**config.mk**
```make
export PLATFORM = sky130hd
export DESIGN_NAME = cradc_counters
export DESIGN_NICKNAME = d
export VERILOG_FILES = /design/src/rtl/cradc_pkg.sv /design/src/rtl/cradc_counters.sv /design/src/rtl/cradc_nibble_counter.sv /design/src/rtl/cradc_sync.sv
export SDC_FILE = /design/constraint.sdc
export NUM_CORES = 1
export LEC_CHECK = 0
export BUFFER_PORTS_ARGS = -buffer_cell sky130_fd_sc_hd__clkbuf_2
export CORE_UTILIZATION = 52
export CTS_BUF_LIST = sky130_fd_sc_hd__clkbuf_8
export CTS_CLUSTER_DIAMETER = 80
export DETAILED_ROUTE_END_ITERATION = 7
export GPL_TIMING_DRIVEN = 0
export PLACE_DENSITY = 0.77
export SYNTH_ARGS = -nofsm -noshare
export SYNTH_HDL_FRONTEND = slang
export SYNTH_SLANG_ARGS = --single-unit
```
**constraint.sdc**
```tcl
create_clock -name CLK -period 2.8 [get_ports CLK]
set_input_delay 0.14 -clock CLK [delete_from_list [all_inputs] [get_ports CLK]]
set_output_delay 0.14 -clock CLK [all_outputs]
set_load 0.005 [all_outputs]
```
**src/rtl/cradc_pkg.sv**
```systemverilog
// shared constants for the cr oscillation converter counters
package cradc_pkg;
	localparam int          NIB_W        = 4;
	localparam int          CNT_W        = 16;
	localparam int          ADDR_W       = 8;
	localparam int          SEL_W        = 2;
	// register indices; byte address is four times the index
	localparam logic [7:0]  IDX_TIMING_0 = 8'hE4;
	localparam logic [7:0]  IDX_TIMING_3 = 8'hE7;
	localparam logic [7:0]  IDX_IRQ_MASK = 8'hEC;
	localparam logic [7:0]  IDX_DONE     = 8'hF0;
	localparam logic [7:0]  IDX_RUN_CHAN = 8'hF1;
	localparam logic [7:0]  IDX_OSC_0    = 8'hF5;
	localparam logic [7:0]  IDX_OSC_3    = 8'hF8;
	localparam logic [7:0]  IDX_CLK_SEL  = 8'hFE;
	// field positions
	localparam int          BIT_RUN      = 0;
	localparam int          BIT_CHAN     = 3;
	localparam int          BIT_FLAG     = 0;
	// reset values and counter landmarks
	localparam logic        CTRL_RST     = 1'b0;
	localparam logic [15:0] CNT_ZERO     = 16'h0000;
	localparam logic [15:0] CNT_ONE      = 16'h0001;
	localparam logic [15:0] CNT_FULL     = 16'hFFFF;
	localparam logic [31:0] RDATA_ZERO   = 32'h00000000;
	// conversion phases
	typedef enum logic [1:0] {
		CRADC_IDLE,
		CRADC_REF,
		CRADC_SENSOR
	} cradc_phase_t;
endpackage

```
**src/rtl/cradc_counters.sv**
```systemverilog
// control and counters of the cr oscillation converter
//
// Function
// - timing up/down counter, 16 bits, nibble read/write at four addresses
// - timing counter counts up on reference, down to zero on sensor
// - both counters are undefined after reset
// - oscillation up-counter, 16 bits, nibble access, counts cr clocks
// - up-counter overflow to zero switches reference oscillator to sensor
// - up-counter stops when timing counter returns to zero, then holds
// - clock select bit picks fast clock when 1, slow clock when 0
// - writing run 1 starts; reads 1 during conversion, clears at end
// - writing run 0 during conversion pauses it
// - run cleared by reset, timing counter overflow, normal completion
// - channel select picks second sensor when 1, first when 0
// - irq mask bit enables converter interrupt, cleared by reset
// - done flag set when conversion ends with timing counter at zero
// - reading the done flag returns and clears it; reset clears it
// - irq only while flag, mask and global enable are all set
// - countdown end flags on next clock fall; overflow on next rise
// - timing overflow in reference phase stops everything at once
// - flag sets even while masked, but then no interrupt
// - up-counter enabled at first cr fall, timing counter one tick later
//
// Register access over Avalon-MM was chosen for this implementation.
`timescale 1ns/1ps
`default_nettype none
module cradc_counters
	import cradc_pkg::*;
(
	input  wire logic              CLK,
	input  wire logic              RST,
	// avalon-mm slave, word addressed
	input  wire logic [ADDR_W-1:0] AVS_ADDRESS,
	input  wire logic              AVS_READ,
	input  wire logic              AVS_WRITE,
	input  wire logic [31:0]       AVS_WRITEDATA,
	output var  logic [31:0]       AVS_READDATA,
	output var  logic              AVS_WAITREQUEST,
	// clock pins and cr oscillation input
	input  wire logic              MAIN_OSC_CLK,
	input  wire logic              FAST_OSC_CLK,
	input  wire logic              CR_OSC_IN,
	// cpu interrupt side, same clock domain
	input  wire logic              GLOBAL_INTERRUPT_ENABLED,
	output var  logic              CONVERSION_IRQ,
	// oscillator drive enables
	output var  logic              REF_OSC_EN,
	output var  logic              SENSOR_ONE_EN,
	output var  logic              SENSOR_TWO_EN
);
	logic [2:0]       pins_s;
	logic             slow_s;
	logic             fast_s;
	logic             cr_s;
	logic             tick_prev_reg;
	logic             cr_prev_reg;
	logic             tick_lvl;
	logic             tick_fall;
	logic             tick_rise;
	logic             cr_fall;
	logic             clk_sel_reg;
	logic             run_reg;
	logic             chan_reg;
	logic             mask_reg;
	logic             flag_reg;
	logic             osc_armed_reg;
	logic             tim_armed_reg;
	logic             fall_pend_reg;
	logic             rise_pend_reg;
	cradc_phase_t     phase_reg;
	logic             bus_req;
	logic             bus_take;
	logic             wr_take;
	logic             rd_take;
	logic             tim_hit;
	logic             osc_hit;
	logic [SEL_W-1:0] tim_sel;
	logic [SEL_W-1:0] osc_sel;
	logic [CNT_W-1:0] tim_count;
	logic [CNT_W-1:0] osc_count;
	logic             counting;
	logic             osc_inc;
	logic             tim_inc;
	logic             tim_dec;
	logic             osc_wrap;
	logic             tim_wrap;
	logic             tim_zero_end;
	logic             conv_end;
	logic             flag_set;
	logic [31:0]      rdata_next;

	// pins come from other clocks: two flops before any logic
	cradc_sync #(
		.W(3)
	) u_sync (
		.clk  (CLK),
		.din  ({CR_OSC_IN, FAST_OSC_CLK, MAIN_OSC_CLK}),
		.dout (pins_s)
	);

	assign slow_s = pins_s[0];
	assign fast_s = pins_s[1];
	assign cr_s   = pins_s[2];

	// timing counter clock chosen by the select bit
	assign tick_lvl  = clk_sel_reg ? fast_s : slow_s;
	assign tick_fall = tick_prev_reg & ~tick_lvl;
	assign tick_rise = ~tick_prev_reg & tick_lvl;
	assign cr_fall   = cr_prev_reg & ~cr_s;

	// edge history, taken from the synchronised levels only
	always_ff @(posedge CLK) begin
		if (RST) begin
			tick_prev_reg <= 1'b0;
			cr_prev_reg   <= 1'b0;
		end else begin
			tick_prev_reg <= tick_lvl;
			cr_prev_reg   <= cr_s;
		end
	end

	// one wait state: request seen, then answered next cycle
	assign bus_req  = AVS_READ | AVS_WRITE;
	assign bus_take = bus_req & ~AVS_WAITREQUEST;
	assign wr_take  = AVS_WRITE & ~AVS_WAITREQUEST;
	assign rd_take  = AVS_READ & ~AVS_WAITREQUEST;

	always_ff @(posedge CLK) begin
		if (RST) begin
			AVS_WAITREQUEST <= 1'b1;
		end else begin
			AVS_WAITREQUEST <= ~(bus_req & AVS_WAITREQUEST);
		end
	end

	// nibble window decode for the two counters
	assign tim_hit = (AVS_ADDRESS >= IDX_TIMING_0)
		&& (AVS_ADDRESS <= IDX_TIMING_3);
	assign osc_hit = (AVS_ADDRESS >= IDX_OSC_0)
		&& (AVS_ADDRESS <= IDX_OSC_3);
	assign tim_sel = SEL_W'(AVS_ADDRESS - IDX_TIMING_0);
	assign osc_sel = SEL_W'(AVS_ADDRESS - IDX_OSC_0);

	// counting only while running and not paused
	assign counting = run_reg && (phase_reg != CRADC_IDLE);
	assign osc_inc  = counting && osc_armed_reg && cr_fall;
	assign tim_inc  = counting && (phase_reg == CRADC_REF)
		&& tim_armed_reg && tick_fall;
	assign tim_dec  = counting && (phase_reg == CRADC_SENSOR)
		&& tim_armed_reg && tick_fall && (tim_count != CNT_ZERO);

	// wrap and end detection
	assign osc_wrap     = osc_inc && (osc_count == CNT_FULL);
	assign tim_wrap     = tim_inc && (tim_count == CNT_FULL);
	assign tim_zero_end = counting && (phase_reg == CRADC_SENSOR)
		&& tim_armed_reg && tick_fall
		&& (tim_count <= CNT_ONE);
	assign conv_end     = tim_wrap | tim_zero_end;

	// timing up/down counter, nibble access
	cradc_nibble_counter u_timing (
		.clk       (CLK),
		.load_en   (wr_take && tim_hit),
		.load_sel  (tim_sel),
		.load_data (AVS_WRITEDATA[NIB_W-1:0]),
		.inc       (tim_inc),
		.dec       (tim_dec),
		.count_reg (tim_count)
	);

	// oscillation up-counter, nibble access
	cradc_nibble_counter u_osc (
		.clk       (CLK),
		.load_en   (wr_take && osc_hit),
		.load_sel  (osc_sel),
		.load_data (AVS_WRITEDATA[NIB_W-1:0]),
		.inc       (osc_inc),
		.dec       (1'b0),
		.count_reg (osc_count)
	);

	// plain control bits written by software
	always_ff @(posedge CLK) begin
		if (RST) begin
			clk_sel_reg <= CTRL_RST;
			chan_reg    <= CTRL_RST;
			mask_reg    <= CTRL_RST;
		end else if (wr_take) begin
			if (AVS_ADDRESS == IDX_CLK_SEL) begin
				clk_sel_reg <= AVS_WRITEDATA[0];
			end else if (AVS_ADDRESS == IDX_RUN_CHAN) begin
				chan_reg <= AVS_WRITEDATA[BIT_CHAN];
			end else if (AVS_ADDRESS == IDX_IRQ_MASK) begin
				mask_reg <= AVS_WRITEDATA[0];
			end
		end
	end

	// run bit: a hardware end beats a software write in the same cycle
	always_ff @(posedge CLK) begin
		if (RST) begin
			run_reg <= CTRL_RST;
		end else if (conv_end) begin
			run_reg <= 1'b0;
		end else if (wr_take && AVS_ADDRESS == IDX_RUN_CHAN) begin
			run_reg <= AVS_WRITEDATA[BIT_RUN];
		end
	end

	// phase: idle, reference oscillation, sensor oscillation
	always_ff @(posedge CLK) begin
		if (RST) begin
			phase_reg <= CRADC_IDLE;
		end else if (conv_end) begin
			phase_reg <= CRADC_IDLE;
		end else begin
			case (phase_reg)
				CRADC_IDLE: begin
					if (wr_take && AVS_ADDRESS == IDX_RUN_CHAN
						&& AVS_WRITEDATA[BIT_RUN]) begin
						phase_reg <= CRADC_REF;
					end
				end
				CRADC_REF: begin
					if (osc_wrap) begin
						phase_reg <= CRADC_SENSOR;
					end
				end
				default: begin
					phase_reg <= phase_reg;
				end
			endcase
		end
	end

	// enable sequence: first cr fall arms the up-counter,
	// the next counter-clock fall arms the timing counter;
	// a phase switch re-arms both with the new oscillator
	always_ff @(posedge CLK) begin
		if (RST) begin
			osc_armed_reg <= 1'b0;
			tim_armed_reg <= 1'b0;
		end else if (conv_end || osc_wrap || !counting) begin
			osc_armed_reg <= 1'b0;
			tim_armed_reg <= 1'b0;
		end else begin
			if (cr_fall) begin
				osc_armed_reg <= 1'b1;
			end
			if (osc_armed_reg && tick_fall) begin
				tim_armed_reg <= 1'b1;
			end
		end
	end

	// flag timing: countdown end waits a clock fall, overflow a rise
	always_ff @(posedge CLK) begin
		if (RST) begin
			fall_pend_reg <= 1'b0;
			rise_pend_reg <= 1'b0;
		end else begin
			if (tim_zero_end) begin
				fall_pend_reg <= 1'b1;
			end else if (tick_fall) begin
				fall_pend_reg <= 1'b0;
			end
			if (tim_wrap) begin
				rise_pend_reg <= 1'b1;
			end else if (tick_rise) begin
				rise_pend_reg <= 1'b0;
			end
		end
	end

	assign flag_set = (fall_pend_reg && tick_fall)
		|| (rise_pend_reg && tick_rise);

	// done flag: set wins over the read that would clear it
	always_ff @(posedge CLK) begin
		if (RST) begin
			flag_reg <= CTRL_RST;
		end else if (flag_set) begin
			flag_reg <= 1'b1;
		end else if (rd_take && AVS_ADDRESS == IDX_DONE) begin
			flag_reg <= 1'b0;
		end
	end

	// read mux; unmapped addresses and reserved bits read zero
	always_comb begin
		rdata_next = RDATA_ZERO;
		if (tim_hit) begin
			rdata_next[NIB_W-1:0] = tim_count[tim_sel*NIB_W +: NIB_W];
		end else if (osc_hit) begin
			rdata_next[NIB_W-1:0] = osc_count[osc_sel*NIB_W +: NIB_W];
		end else if (AVS_ADDRESS == IDX_IRQ_MASK) begin
			rdata_next[0] = mask_reg;
		end else if (AVS_ADDRESS == IDX_DONE) begin
			rdata_next[BIT_FLAG] = flag_reg;
		end else if (AVS_ADDRESS == IDX_RUN_CHAN) begin
			rdata_next[BIT_RUN]  = run_reg;
			rdata_next[BIT_CHAN] = chan_reg;
		end else if (AVS_ADDRESS == IDX_CLK_SEL) begin
			rdata_next[0] = clk_sel_reg;
		end
	end

	// read data sampled while waitrequest is still high,
	// so it stands on the edge where the master takes it
	always_ff @(posedge CLK) begin
		if (RST) begin
			AVS_READDATA <= RDATA_ZERO;
		end else if (AVS_READ && AVS_WAITREQUEST) begin
			AVS_READDATA <= rdata_next;
		end
	end

	// oscillator drives: off while paused or idle
	always_ff @(posedge CLK) begin
		if (RST) begin
			REF_OSC_EN    <= 1'b0;
			SENSOR_ONE_EN <= 1'b0;
			SENSOR_TWO_EN <= 1'b0;
		end else begin
			REF_OSC_EN    <= counting && !conv_end && !osc_wrap
				&& (phase_reg == CRADC_REF);
			SENSOR_ONE_EN <= counting && !conv_end && !chan_reg
				&& ((phase_reg == CRADC_SENSOR) || osc_wrap);
			SENSOR_TWO_EN <= counting && !conv_end && chan_reg
				&& ((phase_reg == CRADC_SENSOR) || osc_wrap);
		end
	end

	// interrupt request; a read racing the flag set may miss it
	always_ff @(posedge CLK) begin
		if (RST) begin
			CONVERSION_IRQ <= 1'b0;
		end else begin
			CONVERSION_IRQ <= flag_reg && mask_reg
				&& GLOBAL_INTERRUPT_ENABLED;
		end
	end
endmodule // cradc_counters
`default_nettype wire

```
**src/rtl/cradc_nibble_counter.sv**
```systemverilog
// 16-bit counter with nibble load, increment and decrement
`timescale 1ns/1ps
`default_nettype none
module cradc_nibble_counter
	import cradc_pkg::*;
(
	input  wire logic             clk,
	input  wire logic             load_en,
	input  wire logic [SEL_W-1:0] load_sel,
	input  wire logic [NIB_W-1:0] load_data,
	input  wire logic             inc,
	input  wire logic             dec,
	output var  logic [CNT_W-1:0] count_reg
);
	logic [CNT_W-1:0] count_next;

	// a bus write wins over counting in the same cycle
	always_comb begin
		count_next = count_reg;
		if (load_en) begin
			count_next[load_sel*NIB_W +: NIB_W] = load_data;
		end else if (inc) begin
			count_next = count_reg + CNT_ONE;
		end else if (dec) begin
			count_next = count_reg - CNT_ONE;
		end
	end

	// no reset: contents are undefined after reset
	always_ff @(posedge clk) begin
		count_reg <= count_next;
	end
endmodule // cradc_nibble_counter
`default_nettype wire

```
**src/rtl/cradc_sync.sv**
```systemverilog
// two-flop synchroniser for a group of pin inputs
`timescale 1ns/1ps
`default_nettype none
module cradc_sync #(
	parameter int W = 3
) (
	input  wire logic         clk,
	input  wire logic [W-1:0] din,
	output var  logic [W-1:0] dout
);
	logic [W-1:0] meta_reg;

	// first stage feeds only the second stage
	always_ff @(posedge clk) begin
		meta_reg <= din;
		dout     <= meta_reg;
	end
endmodule // cradc_sync
`default_nettype wire

```
Yosys cells after proc, flatten, opt, wreduce, memory -nomap -nowiden
Index checks and enable logic that the tools add are counted.
{"block": "totals", "romBits": 0, "elab_cells": 149, "mem_bits_rw": 0, "in_bits": 48, "out_inout_bits": 37, "n_memories": 0, "regBits": 60, "latchBits": 0}
{"block": "classes", "div": 0, "n_eq_ne": 10, "reduce_logical": 56, "addsub": 7, "n_lt_le_gt_ge": 5, "bitwise_logic": 15, "n_shift": 6, "multipliers": 0, "muxes": 28}
{"op": "2-to-1 mux 16 bit", "n": 5}
{"op": "negation 4 -> 34 bit", "n": 2}
{"op": "variable shift 4 x 34 -> 16 bit (first input constant)", "n": 2}
{"op": "indexed part select 4 x 34 -> 16 bit", "n": 2}
{"op": "logical AND 1 bit", "n": 33}
{"op": "adder 16 x 1 -> 16 bit (second input constant)", "n": 2}
{"op": "bitwise mux 16 bit", "n": 2}
{"op": "equality test 16 bit (second input constant)", "n": 2}
{"op": "equality test 8 bit (second input constant)", "n": 4}
{"op": "indexed part select 16 x 5 -> 4 bit", "n": 2}
{"op": ">= comparator 8 bit (second input constant)", "n": 2}
{"op": "less-or-equal comparator 16 x 1 -> 1 bit (second input constant)", "n": 1}
{"op": "less-or-equal comparator 8 bit (second input constant)", "n": 2}
{"op": "2-to-1 mux 1 bit", "n": 16}
{"op": "nonzero test 16 bit", "n": 1}
{"op": "subtractor 16 x 1 -> 16 bit (second input constant)", "n": 1}
{"op": "nonzero test 2 bit", "n": 6}
{"op": "inverter 1 bit", "n": 7}
{"op": "bitwise AND 1 bit", "n": 6}
{"op": "2-to-1 mux 2 bit", "n": 3}
{"op": "AND reduction 3 bit", "n": 2}
{"op": "logical NOT 1 bit", "n": 4}
{"op": "logical OR 1 bit", "n": 4}
{"op": "2-to-1 mux 4 bit", "n": 1}
{"op": "other kinds (11)", "n": 15}

Logic depth before layout (Yosys ltp)
Gate-level depths: netlist of the first run.
{"block": "depth", "ltp_word": 11, "depth_mapped": 9, "ltp_nobuf": 7}

By module
A second synthesis of the first run with hierarchy kept.
{"block": "hier_totals", "cells_unflattened": 551, "area_unflattened_um2": 4942.2}
{"module": "cradc_nibble_counter (u_osc)", "n_inst": 1, "area_per_inst_um2": 1677.9, "cells_each": 190}
{"module": "cradc_counters", "n_inst": 1, "area_per_inst_um2": 1617.8, "cells_each": 186}
{"module": "cradc_nibble_counter (u_timing)", "n_inst": 1, "area_per_inst_um2": 1526.5, "cells_each": 169}
{"module": "cradc_sync", "n_inst": 1, "area_per_inst_um2": 120.1, "cells_each": 6}

Worst setup path after synthesis of the first run
OpenSTA, ideal clock, no wires.
{"block": "synth_timing", "kind": "input port to flip-flop", "startpoint": "input port AVS_ADDRESS[0]", "endpoint": "register u_osc.count_reg[12], enable pin", "stages": 8, "setup_ns": 0.305, "arrival_ns": 2.053, "setup_slack_ns": 0.441, "path_cell_list": "buf_1 -> inv_1 -> ha_1 -> nor2b_1 -> o22ai_1 -> nor2b_1 -> clkbuf_1 -> a21o_1"}
{"block": "synth_via", "elab_chain_len": 4, "elab_cells_between_ends": 5, "cone_classes": "order compare: 2; reduce/logical: 3"}
{"item": "from (decl)", "line": "cradc_counters.sv:33", "rtl": "input wire logic [ADDR_W-1:0] AVS_ADDRESS,"}
{"item": ">= comparator 8 bit / less-or-equal comparator 8 bit (equally long branches)", "line": "cradc_counters.sv:139, cradc_counters.sv:140"}
{"item": "logical AND 1 bit (*)", "line": "cradc_counters.sv:140", "rtl": "&& (AVS_ADDRESS <= IDX_OSC_3);"}
{"item": "logical AND 1 bit (*)", "line": "cradc_counters.sv:174", "rtl": ".load_en (wr_take && osc_hit),"}
{"item": "nonzero test 2 bit (no line) (*)"}
{"item": "to (signal assigned)", "line": "cradc_nibble_counter.sv:31", "rtl": "count_reg <= count_next;"}
{"item": "to (decl)", "line": "cradc_nibble_counter.sv:13", "rtl": "output var logic [CNT_W-1:0] count_reg"}
Every way passes the cells marked *; elsewhere a longest branch is shown, timed or not.
A chain may end at the register's enable or synchronous reset.

Final worst setup path of the first run
{"block": "layout_timing", "startpoint": "register u_timing.count_reg[2]", "endpoint": "register u_timing.count_reg[10], enable pin"}
{"block": "layout_via", "elab_chain_len": 3}
{"item": "from (decl)", "line": "cradc_nibble_counter.sv:13"}
{"item": "from (signal assigned)", "line": "cradc_nibble_counter.sv:31"}
{"item": "nonzero test 16 bit", "line": "cradc_counters.sv:150", "rtl": "&& tim_armed_reg && tick_fall && (tim_count != CNT_ZERO);"}
{"item": "logical AND 1 bit", "line": "cradc_counters.sv:150"}
{"item": "nonzero test 3 bit (no line)"}
No other way between the ends.

==> results of run 1 <==
[metrics by stage]
step | setup WS, ns | hold WS (ns)
floorplan | 0.441 | 0.168
global placement | -0.251 | 0.244
detailed placement | -0.375 | 0.244
CTS | 0.333 | 0.0216
global route | 0.148 | 0.0440
finish | 0.310 | 0.0255
[power groups by stage]
| stage | Combinational (mW) | Clock [mW] | Sequential (mW) |
|---|---|---|---|
| after global placement | 0.155 | 0 | 0.954 |
| after floorplan | 0.107 | 0 | 0.953 |
| final | 0.163 | 0.807 | 0.935 |
| after detailed placement | 0.157 | 0 | 0.955 |
| after global routing | 0.178 | 0.845 | 0.936 |
| after CTS | 0.160 | 0.811 | 0.935 |
[logic make-up (layout without fill, tap and decap cells)]
kind of cell,after synthesis,after routing,synth area share
AOI/OAI and AO/OA,88,88,0.137
muxes,14,14,0.0622
and+or+nand+nor,174,174,0.236
other,1,28,0.000936
buffers and inverters,58,103,0.0918
xor gates and xnor gates,28,28,0.0612
DFF,60,60,0.380
adders and majority gates,10,10,0.0312
[critical path, delay by kind of cell, from the launching register on]
family | cells | cell delay (ns)
AND/OR/NAND/NOR | 3 | 1.22
flip-flops | 1 | 0.38
AO/OA/AOI/OAI | 2 | 0.47
buffers and inverters | 1 | 0.16
[what timing repair did]
item | 4_1_cts | 5_1_grt
endpoints found under the setup margin | 12 | 0
hold buffers | 3 | 0
endpoints found under the hold margin | 3 | 0
[cell usage after synthesis, types with 2 or more instances]
master | instances | share of area
o22ai_1 | 2 | 0.0031
a311oi_1 | 2 | 0.0044
and4_1 | 2 | 0.0044
and3_1 | 4 | 0.0062
nand3_1 | 39 | 0.049
nand2b_1 | 5 | 0.0078
ha_1 | 10 | 0.031
xor2_1 | 18 | 0.039
inv_1 | 10 | 0.0094
clkbuf_2 | 2 | 0.0025
clkbuf_8 | 2 | 0.0069
and2_1 | 2 | 0.0031
or4_1 | 4 | 0.0075
clkbuf_1 | 12 | 0.011
xnor2_1 | 10 | 0.022
a21oi_1 | 18 | 0.022
nor2b_1 | 13 | 0.020
a21o_1 | 8 | 0.015
nand4_1 | 13 | 0.020
buf_6 | 3 | 0.0084
edfxtp_1 | 32 | 0.24
a31oi_1 | 7 | 0.011
nor3_2 | 2 | 0.0050
o21ai_1 | 4 | 0.0050
nand2_1 | 27 | 0.025
nor2_1 | 32 | 0.030
o21ai_0 | 33 | 0.041
nor3_1 | 8 | 0.010
mux2i_1 | 5 | 0.012
o211ai_1 | 2 | 0.0037
nand4b_1 | 6 | 0.013
mux4_2 | 7 | 0.039
buf_4 | 28 | 0.052
dfxtp_1 | 28 | 0.14
nor4_1 | 5 | 0.0078
[cell type report]
| cell class | instances | share of cell area |
|---|---|---|
| Multi-Input combinational cell | 342 | 0.483 |
| Sequential cell | 60 | 0.331 |
| Buffer | 47 | 0.0711 |
| Timing Repair Buffer | 30 | 0.0360 |
| Clock buffer | 11 | 0.0330 |
| Tap cell | 99 | 0.0270 |
| Clock inverter | 5 | 0.0109 |
| Inverter | 10 | 0.00817 |
[metal layers]
metal,vias up,track usage,part of all wire
met4,0,0.127,0.032
met1,1665,0.328,0.42
li1,1676,-,-
met3,31,0.0355,0.078
met5,-,0,0
met2,205,0.414,0.47
[placed cells by master, fill, tap and decap left out, types with 3 or more instances in the layout]
cell and count:
ha_1 10, nand4_1 13, dfxtp_1 28, xor2_1 18, nand2_1 27, o21ai_0 33, mux4_2 7, nand3_1 39
nor3_1 8, inv_1 11, clkbuf_2 29, or4_1 4, mux2i_1 5, a21oi_1 18, xnor2_1 10, buf_6 3
a21o_1 8, nand2b_1 5, buf_4 28, a31oi_1 7, and3_1 4, clkbuf_1 12, nor4_1 5, edfxtp_1 32
clkbuf_8 13, nor2b_1 13, nor2_1 32, nand4b_1 6, dlygate4sd3_1 3, o21ai_1 4, conb_1 28
[path summary, 6_finish.rpt]
| check | start | end | slack (ns) | cells after the start |
|---|---|---|---|---|
| worst max-delay path | u_timing.count_reg[2] | u_timing.count_reg[10] | 0.31 | 6 |
| worst min-delay path | AVS_READ | AVS_WAITREQUEST | 0.03 | 2 |
| worst max register to register | u_timing.count_reg[2] | u_timing.count_reg[10] | 0.31 | 6 |
| worst min register to register | u_sync.meta_reg[1] | u_sync.dout[1] | 0.33 | 0 |
==> metrics, run 1 <==
Starting Density 0.546; fin crit share 0.889; fmax 402 MHz; buffers added on ports 27; CP max-delay cell or4_4; share of cells above drive strength 1 0.192; CTS Root Cell clkbuf_8; max-cap check violation count 0; die height 89.8 um; fin nets 558; prevailing post-synth register cell edfxtp_1; IO Pins 85; H-tree depth 3; total power draw 1.91 mW; vias in the first global route 3285; maximum vdd ir drop 0.191 mV; post-layout instance area 4590 um^2; FF/Latch Area 1520 um^2; antenna cells 0; placed cell count 586; worst-path fanout max 10; HP Class input port to register; clock sinks 60; Slew headroom 0.419; Lkg Pwr 1.72 nW; initial antenna violation count 0; Flop pwr share 0.491; Final Core Density 0.627; DIE WIDTH 89.8 um; Initial DRC Count 409; Post-Syn Area per Cell 9.25 um^2; hpwl dp 7490 um; pin count of the biggest net entering global routing 16; Yosys warning count 0; Tmin final 2.49 ns; fillers 621; endpoint class of the critical path register; Finished Layout Cells 604; Die Area 8060 um^2; postcts setup bufs 0; Net Switching 0.449 mW; switching power share of the total 0.235; Area Overhead vs Synth 14.7%; DRC violations left 0; core area 7330 um^2; Cell Area, Placed 4370 um^2; row cnt 31; Post-synth EDFFs 32; multi-input gate area in the final layout 2220 um^2; outcome finished clean; #FFs+latches synth 60; Post-Syn Instances 433; crit-path cells buf_6 > or4_4 > or3_4 > nor3_1 > a31oi_1 > a21o_1; PwrDens 415 nW/um^2; CP startpoint kind register; first-pass GRT wire length 16200 um; Reg clk slew, reported paths 0.07 ns; Post-Syn Area 4010 um^2; CTS tree built; Int Power 1.46 mW; GRT Total Usage 0.253; Logic pwr share 0.085; final setup vio count 0; router iterations before antenna repair 5; antenna viol nets, final 0; Crit Path Class register to register; RSZ-0062 raised after global routing no; max incr delay on CP 0.58 ns; Final Max Tran Viols 0; grt total ovfl 0; setup TNS 0 ns; clock network power share 0.424; post-DR wirelength/cell 16.5 um; CTS resizes 0; routability cong. 0.952; Via density 5.92; Distinct cells, synth 63; Final Hold Viols 0; clk_lat worst skew 0.35 ns; Async SR Flop Fraction 0; via count 3577; CP arrival 2.57 ns; Crit path required time 2.88 ns; Max Root-Sink Buffers 2; worst slew pin tran 0.869 ns; CTS Buf Count 9; sequential share of the synthesized area 0.380; total wire length 9950 um; clock skew 0.00959 ns
No activity file was read; power rests on OpenSTA's default activity.
==> inputs of run 2 (changes only) <==
Settings changed: CTS_BUF_LIST sky130_fd_sc_hd__clkbuf_8 to unset.
==> metrics, run 2 (same netlist as run 1, synthesis figures left out) <==
CTS Root Cell clkbuf_8; final hold slack 0.0303 ns (+0.00477 ns); Reg2Reg Depth 6 (unchanged); clk_lat worst skew 0.35 ns (about the same); Initial DRC Count 367 (-10%); DRC violations left 0 (unchanged); most frequent cells in the layout 39 x nand3_1, 33 x o21ai_0, 32 x nor2_1, 32 x edfxtp_1, 29 x clkbuf_2; router iterations before antenna repair 5 (unchanged); pin count of the biggest net entering global routing 16 (unchanged); grt total ovfl 0 (unchanged); antenna cells 0 (unchanged); Final Core Density 0.626 (-0.000682); max incr delay on CP 0.58 ns (about the same); CP top delay family simple AND/OR/NAND/NOR gates; share of cells above drive strength 1 0.192 (unchanged); fmax 402 MHz (about the same); worst r2r src u_timing.count_reg[2]; worst slew pin tran 0.869 ns (-0.000352 ns); placed cell count 586 (unchanged); CP max-delay cell or4_4; endpoint class of the critical path register; final setup vio count 0 (unchanged); Critical path buffers and inverters 1 (unchanged); DIE WIDTH 89.8 um (unchanged); Final Hold Viols 0 (unchanged); IO Pins 85 (unchanged); Crit path required time 2.88 ns (about the same); Reg2Reg Setup Slack 0.31 ns (about the same); Hold Crit Start AVS_READ; Finished Layout Cells 604 (unchanged); routability cong. 0.952 (unchanged); fin crit share 0.889 (about the same); post-DR wirelength/cell 16.4 um (-0.61%); hold path cells 2 (unchanged); postcts setup bufs 0 (unchanged); Via density 5.88 (-0.64%); Slew headroom 0.419 (about the same); fillers 618 (-0.48%); worst-path fanout max 10 (unchanged); vias in the first global route 3293 (+0.24%); Critical R2R Capture u_timing.count_reg[10]; max-cap check violation count 0 (unchanged); RSZ-0062 raised after global routing no; clock skew 0.00883 ns (-0.000758 ns); Hold EP AVS_WAITREQUEST; total wire length 9890 um (-0.61%); Reg clk slew, reported paths 0.07 ns (about the same); Area Overhead vs Synth 14.6%; CP arrival 2.57 ns (about the same); antenna viol nets, final 0 (unchanged); row cnt 31 (unchanged); CTS Buf Count 9 (unchanged); HP Class input port to register; die height 89.8 um (unchanged); core area 7330 um^2 (unchanged); Starting Density 0.546 (unchanged); Final Max Tran Viols 0 (unchanged); PwrDens 407 nW/um^2 (-1.8%); Cell Area, Placed 4370 um^2 (unchanged); crit-path cells buf_6 > or4_4 > or3_4 > nor3_1 > a31oi_1 > a21o_1; H-tree depth 3 (unchanged); Die Area 8060 um^2 (unchanged); total power draw 1.87 mW (-1.9%); most common cell after layout, fill and taps aside nand3_1; CTS tree built; maximum vdd ir drop 0.190 mV (-0.73%); clock sinks 60 (unchanged); CP startpoint kind register; first-pass GRT wire length 16200 um (unchanged); fin nets 558 (unchanged); initial antenna violation count 0 (unchanged); outcome finished clean; post-layout instance area 4590 um^2 (-0.11%); hpwl dp 7490 um (unchanged); GRT Total Usage 0.253 (unchanged); via count 3554 (-0.64%); Lkg Pwr 1.72 nW (-0.35%); Max Root-Sink Buffers 2 (unchanged); Crit Path Class register to register; buffers added on ports 27 (unchanged); Tmin final 2.49 ns (+0.000187 ns)
==> run 2: layout make-up <==
| class | instances | area [um^2] | area share |
|---|---|---|---|
| Inverter | 10 | 37.5 | 0.00818 |
| Multi-Input combinational cell | 342 | 2220 | 0.483 |
| Tap cell | 99 | 124 | 0.0270 |
| Clock buffer | 13 | 180 | 0.0393 |
| Timing Repair Buffer | 30 | 165 | 0.0360 |
| Clock inverter | 3 | 16.3 | 0.00355 |
| Sequential cell | 60 | 1520 | 0.332 |
| Buffer | 47 | 327 | 0.0712 |
==> run 2: worst max-delay path by stage <==
stage / cells past startpoint / to / from
2_1_floorplan: 8 / u_osc.count_reg[12] / AVS_ADDRESS[0]
4_1_cts: 6 / u_timing.count_reg[10] / u_timing.count_reg[2]
6_report: 6 / u_timing.count_reg[10] / u_timing.count_reg[2]
3_3_place_gp: 9 / u_osc.count_reg[8] / AVS_ADDRESS[0]
5_1_grt: 8 / u_osc.count_reg[4] / AVS_ADDRESS[0]
3_5_place_dp: 9 / u_osc.count_reg[6] / AVS_ADDRESS[0]
==> run 2: power breakdown <==
group | switching, mW | internal (mW) | leakage (nW) | total [mW]
Combinational | 0.0885 | 0.0745 | 1.09 | 0.163
Sequential | 0.00644 | 0.929 | 0.517 | 0.935
Clock | 0.349 | 0.421 | 0.105 | 0.771
==> run 2: per-layer routing <==
layer  vias up  global-route usage  part of all wire
met5         -                   0                 0
met4         0               0.127             0.033
met3        28              0.0381             0.072
met2       193               0.415              0.47
met1      1658               0.326              0.42
li1       1675                   -                 -
==> run 2: what timing repair did <==
action                                 in CTS  in global routing
endpoints found under the hold margin       3                  0
hold buffers                                3                  0
gates resized for setup                     0                  0
setup endpoints to repair                  12                  0
==> run 2: through the flow <==
step	setup TNS (ns)	worst slack, ns
floorplan	0	0.441
global placement	-4.05	-0.251
detailed placement	-7.00	-0.375
CTS	0	0.331
global route	0	0.157
finish	0	0.310
==> inputs of run 3 (changes only) <==
Settings changed: PLACE_DENSITY 0.77 to 0.76.
Clock period 2.8 ns to 2.96 ns, I/O delays scaled along.
==> metrics, run 3 (same netlist as run 1, synthesis figures left out) <==
antenna viol nets, final 0 (unchanged); Crit path required time 3.05 ns (+0.17 ns); via count 3532 (-0.62%); met2 routed WL 4670 um (+0.47%); worst slew pin tran 0.994 ns (+0.125 ns); fmax 375 MHz (-6.7%); core area 7330 um^2 (unchanged); Max Root-Sink Buffers 2 (unchanged); Reg2Reg Setup Slack 0.29 ns (-0.02 ns); Reg clk slew, reported paths 0.07 ns (about the same); postcts setup bufs 0 (unchanged); fillers 623 (+0.81%); RSZ-0062 raised after global routing no; row cnt 31 (unchanged); Int Power 1.43 mW (+0.16%); most common cell after layout, fill and taps aside nand3_1; total wire length 10200 um (+3.5%); post-DR wirelength/cell 16.9 um (+3.5%); routability cong. 0.939 (-1.4%); die height 89.8 um (unchanged); Net Switching 0.428 mW (-3.6%); crit-path cells mux2_4 > nor4_1 > nand2_1 > a21oi_1 > xnor2_1 > o21ai_1; final setup vio count 0 (unchanged); buffers added on ports 27 (unchanged); Starting Density 0.546 (unchanged); Setup WS pre-CTS -0.170 ns (+0.205 ns); clk_lat worst skew 0.35 ns (about the same); initial antenna violation count 0 (unchanged); outcome finished clean; worst-path fanout max 6 (-4); Area Overhead vs Synth 15.3%; Crit Path Class register to register; CP max-delay cell nor4_1; H-tree depth 3 (unchanged); Final WS setup 0.293 ns (-0.0176 ns); clock skew 0.00796 ns (-0.000875 ns); Final Core Density 0.630 (+0.00410); router iterations before antenna repair 5 (unchanged); DIE WIDTH 89.8 um (unchanged); clock sinks 60 (unchanged); Final Max Tran Viols 0 (unchanged); Flop pwr share 0.477 (-0.023); Via density 5.85 (-0.62%); clock network power share 0.440 (+0.028); Tmin final 2.67 ns (+0.178 ns); Final Hold Viols 0 (unchanged); CTS Buf Count 9 (unchanged); DRC violations left 0 (unchanged); most frequent cells in the layout 39 x nand3_1, 33 x o21ai_0, 32 x nor2_1, 32 x edfxtp_1, 29 x clkbuf_2; Die Area 8060 um^2 (unchanged); vias in the first global route 3318 (+0.76%); CP arrival 2.76 ns (+0.19 ns); hpwl dp 7610 um (+1.6%); switching power share of the total 0.231 (-0.00688); Logic pwr share 0.084 (-0.003); max-cap check violation count 0 (unchanged); maximum vdd ir drop 0.172 mV (-9.4%); CTS Root Cell clkbuf_8; CTS tree built; Slew headroom 0.331 (-0.0879); IO Pins 85 (unchanged); antenna cells 0 (unchanged); first-pass GRT wire length 16600 um (+2.6%); HP Class input port to register; endpoint class of the critical path register; PwrDens 402 nW/um^2 (-1.4%); fin crit share 0.901 (+0.0119); WL met3 712 um (-0.56%); GRT Total Usage 0.259 (+0.00584); Lkg Pwr 1.73 nW (+0.76%); fin nets 558 (unchanged); CP startpoint kind register; max incr delay on CP 0.87 ns (+0.29 ns); grt total ovfl 0 (unchanged); Initial DRC Count 299 (-19%); met1 wire length 4480 um (+6.7%); share of cells above drive strength 1 0.192 (unchanged); Highest Signal Layer met4; pin count of the biggest net entering global routing 12 (-4)
[run 3: cell types whose count changed in the layout (fill, tap and decap cells not counted)]
cell	before	now
inv_4	1	0
clkbuf_16	1	3
clkbuf_8	13	12
[run 3: repair_timing]
item | 4_1_cts | 5_1_grt
gates resized for setup | 0 | 0
endpoints found under the setup margin | 0 | 14
hold buffers | 3 | 0
hold endpoints to repair | 3 | 0
[run 3: power by group through the flow]
| stage | combinational, mW | sequential, mW | clock (mW) |
|---|---|---|---|
| after floorplan | 0.102 | 0.902 | 0 |
| after global placement | 0.147 | 0.902 | 0 |
| after detailed placement | 0.149 | 0.902 | 0 |
| after CTS | 0.153 | 0.884 | 0.816 |
| after global routing | 0.170 | 0.885 | 0.852 |
| final | 0.155 | 0.884 | 0.815 |
[run 3: worst max-delay path: cells and delay by family (launching register included)]
kind            cells  cell delay (ns)
compound gates      2             0.35
mux                 1             0.38
xor+xnor            1             0.16
flops               1             0.44
simple gates        2             1.08
[run 3: final timing paths]
check | start | endpoint | depth (start not counted)
max | clk_sel_reg | u_timing.count_reg[14] | 6
min | AVS_READ | AVS_WAITREQUEST | 2
min reg2reg | u_sync.meta_reg[1] | u_sync.dout[1] | 0
max reg2reg | clk_sel_reg | u_timing.count_reg[14] | 6
[run 3: area by class of cell]
type	instances	area, um^2	area share
clock inverter	2	10.0	0.00217
timing repair buffer	30	165	0.0358
sequential	60	1520	0.329
buffer	47	327	0.0707
clock buffer	14	216	0.0469
multi-input combinational	342	2220	0.480
tap	99	124	0.0268
inverter	10	37.5	0.00813
[run 3: per-stage QoR]
stage / TNS (ns) / cells / hold WS [ns] / cell area, um^2 / total power, mW
floorplan: 0 / 460 / 0.176 / 4110 / 1.00
global placement: -0.872 / 586 / 0.252 / 4370 / 1.05
detailed placement: -2.19 / 586 / 0.252 / 4370 / 1.05
CTS: 0 / 605 / 0.0322 / 4620 / 1.85
global route: 0 / 604 / 0.0505 / 4620 / 1.91
finish: 0 / 604 / 0.0266 / 4620 / 1.85
[run 3: metal layers]
metal  GRT usage  vias to the layer above
met5           0                        -
met3      0.0406                       35
li1            -                     1676
met1       0.347                     1623
met4       0.122                        0
met2       0.412                      198
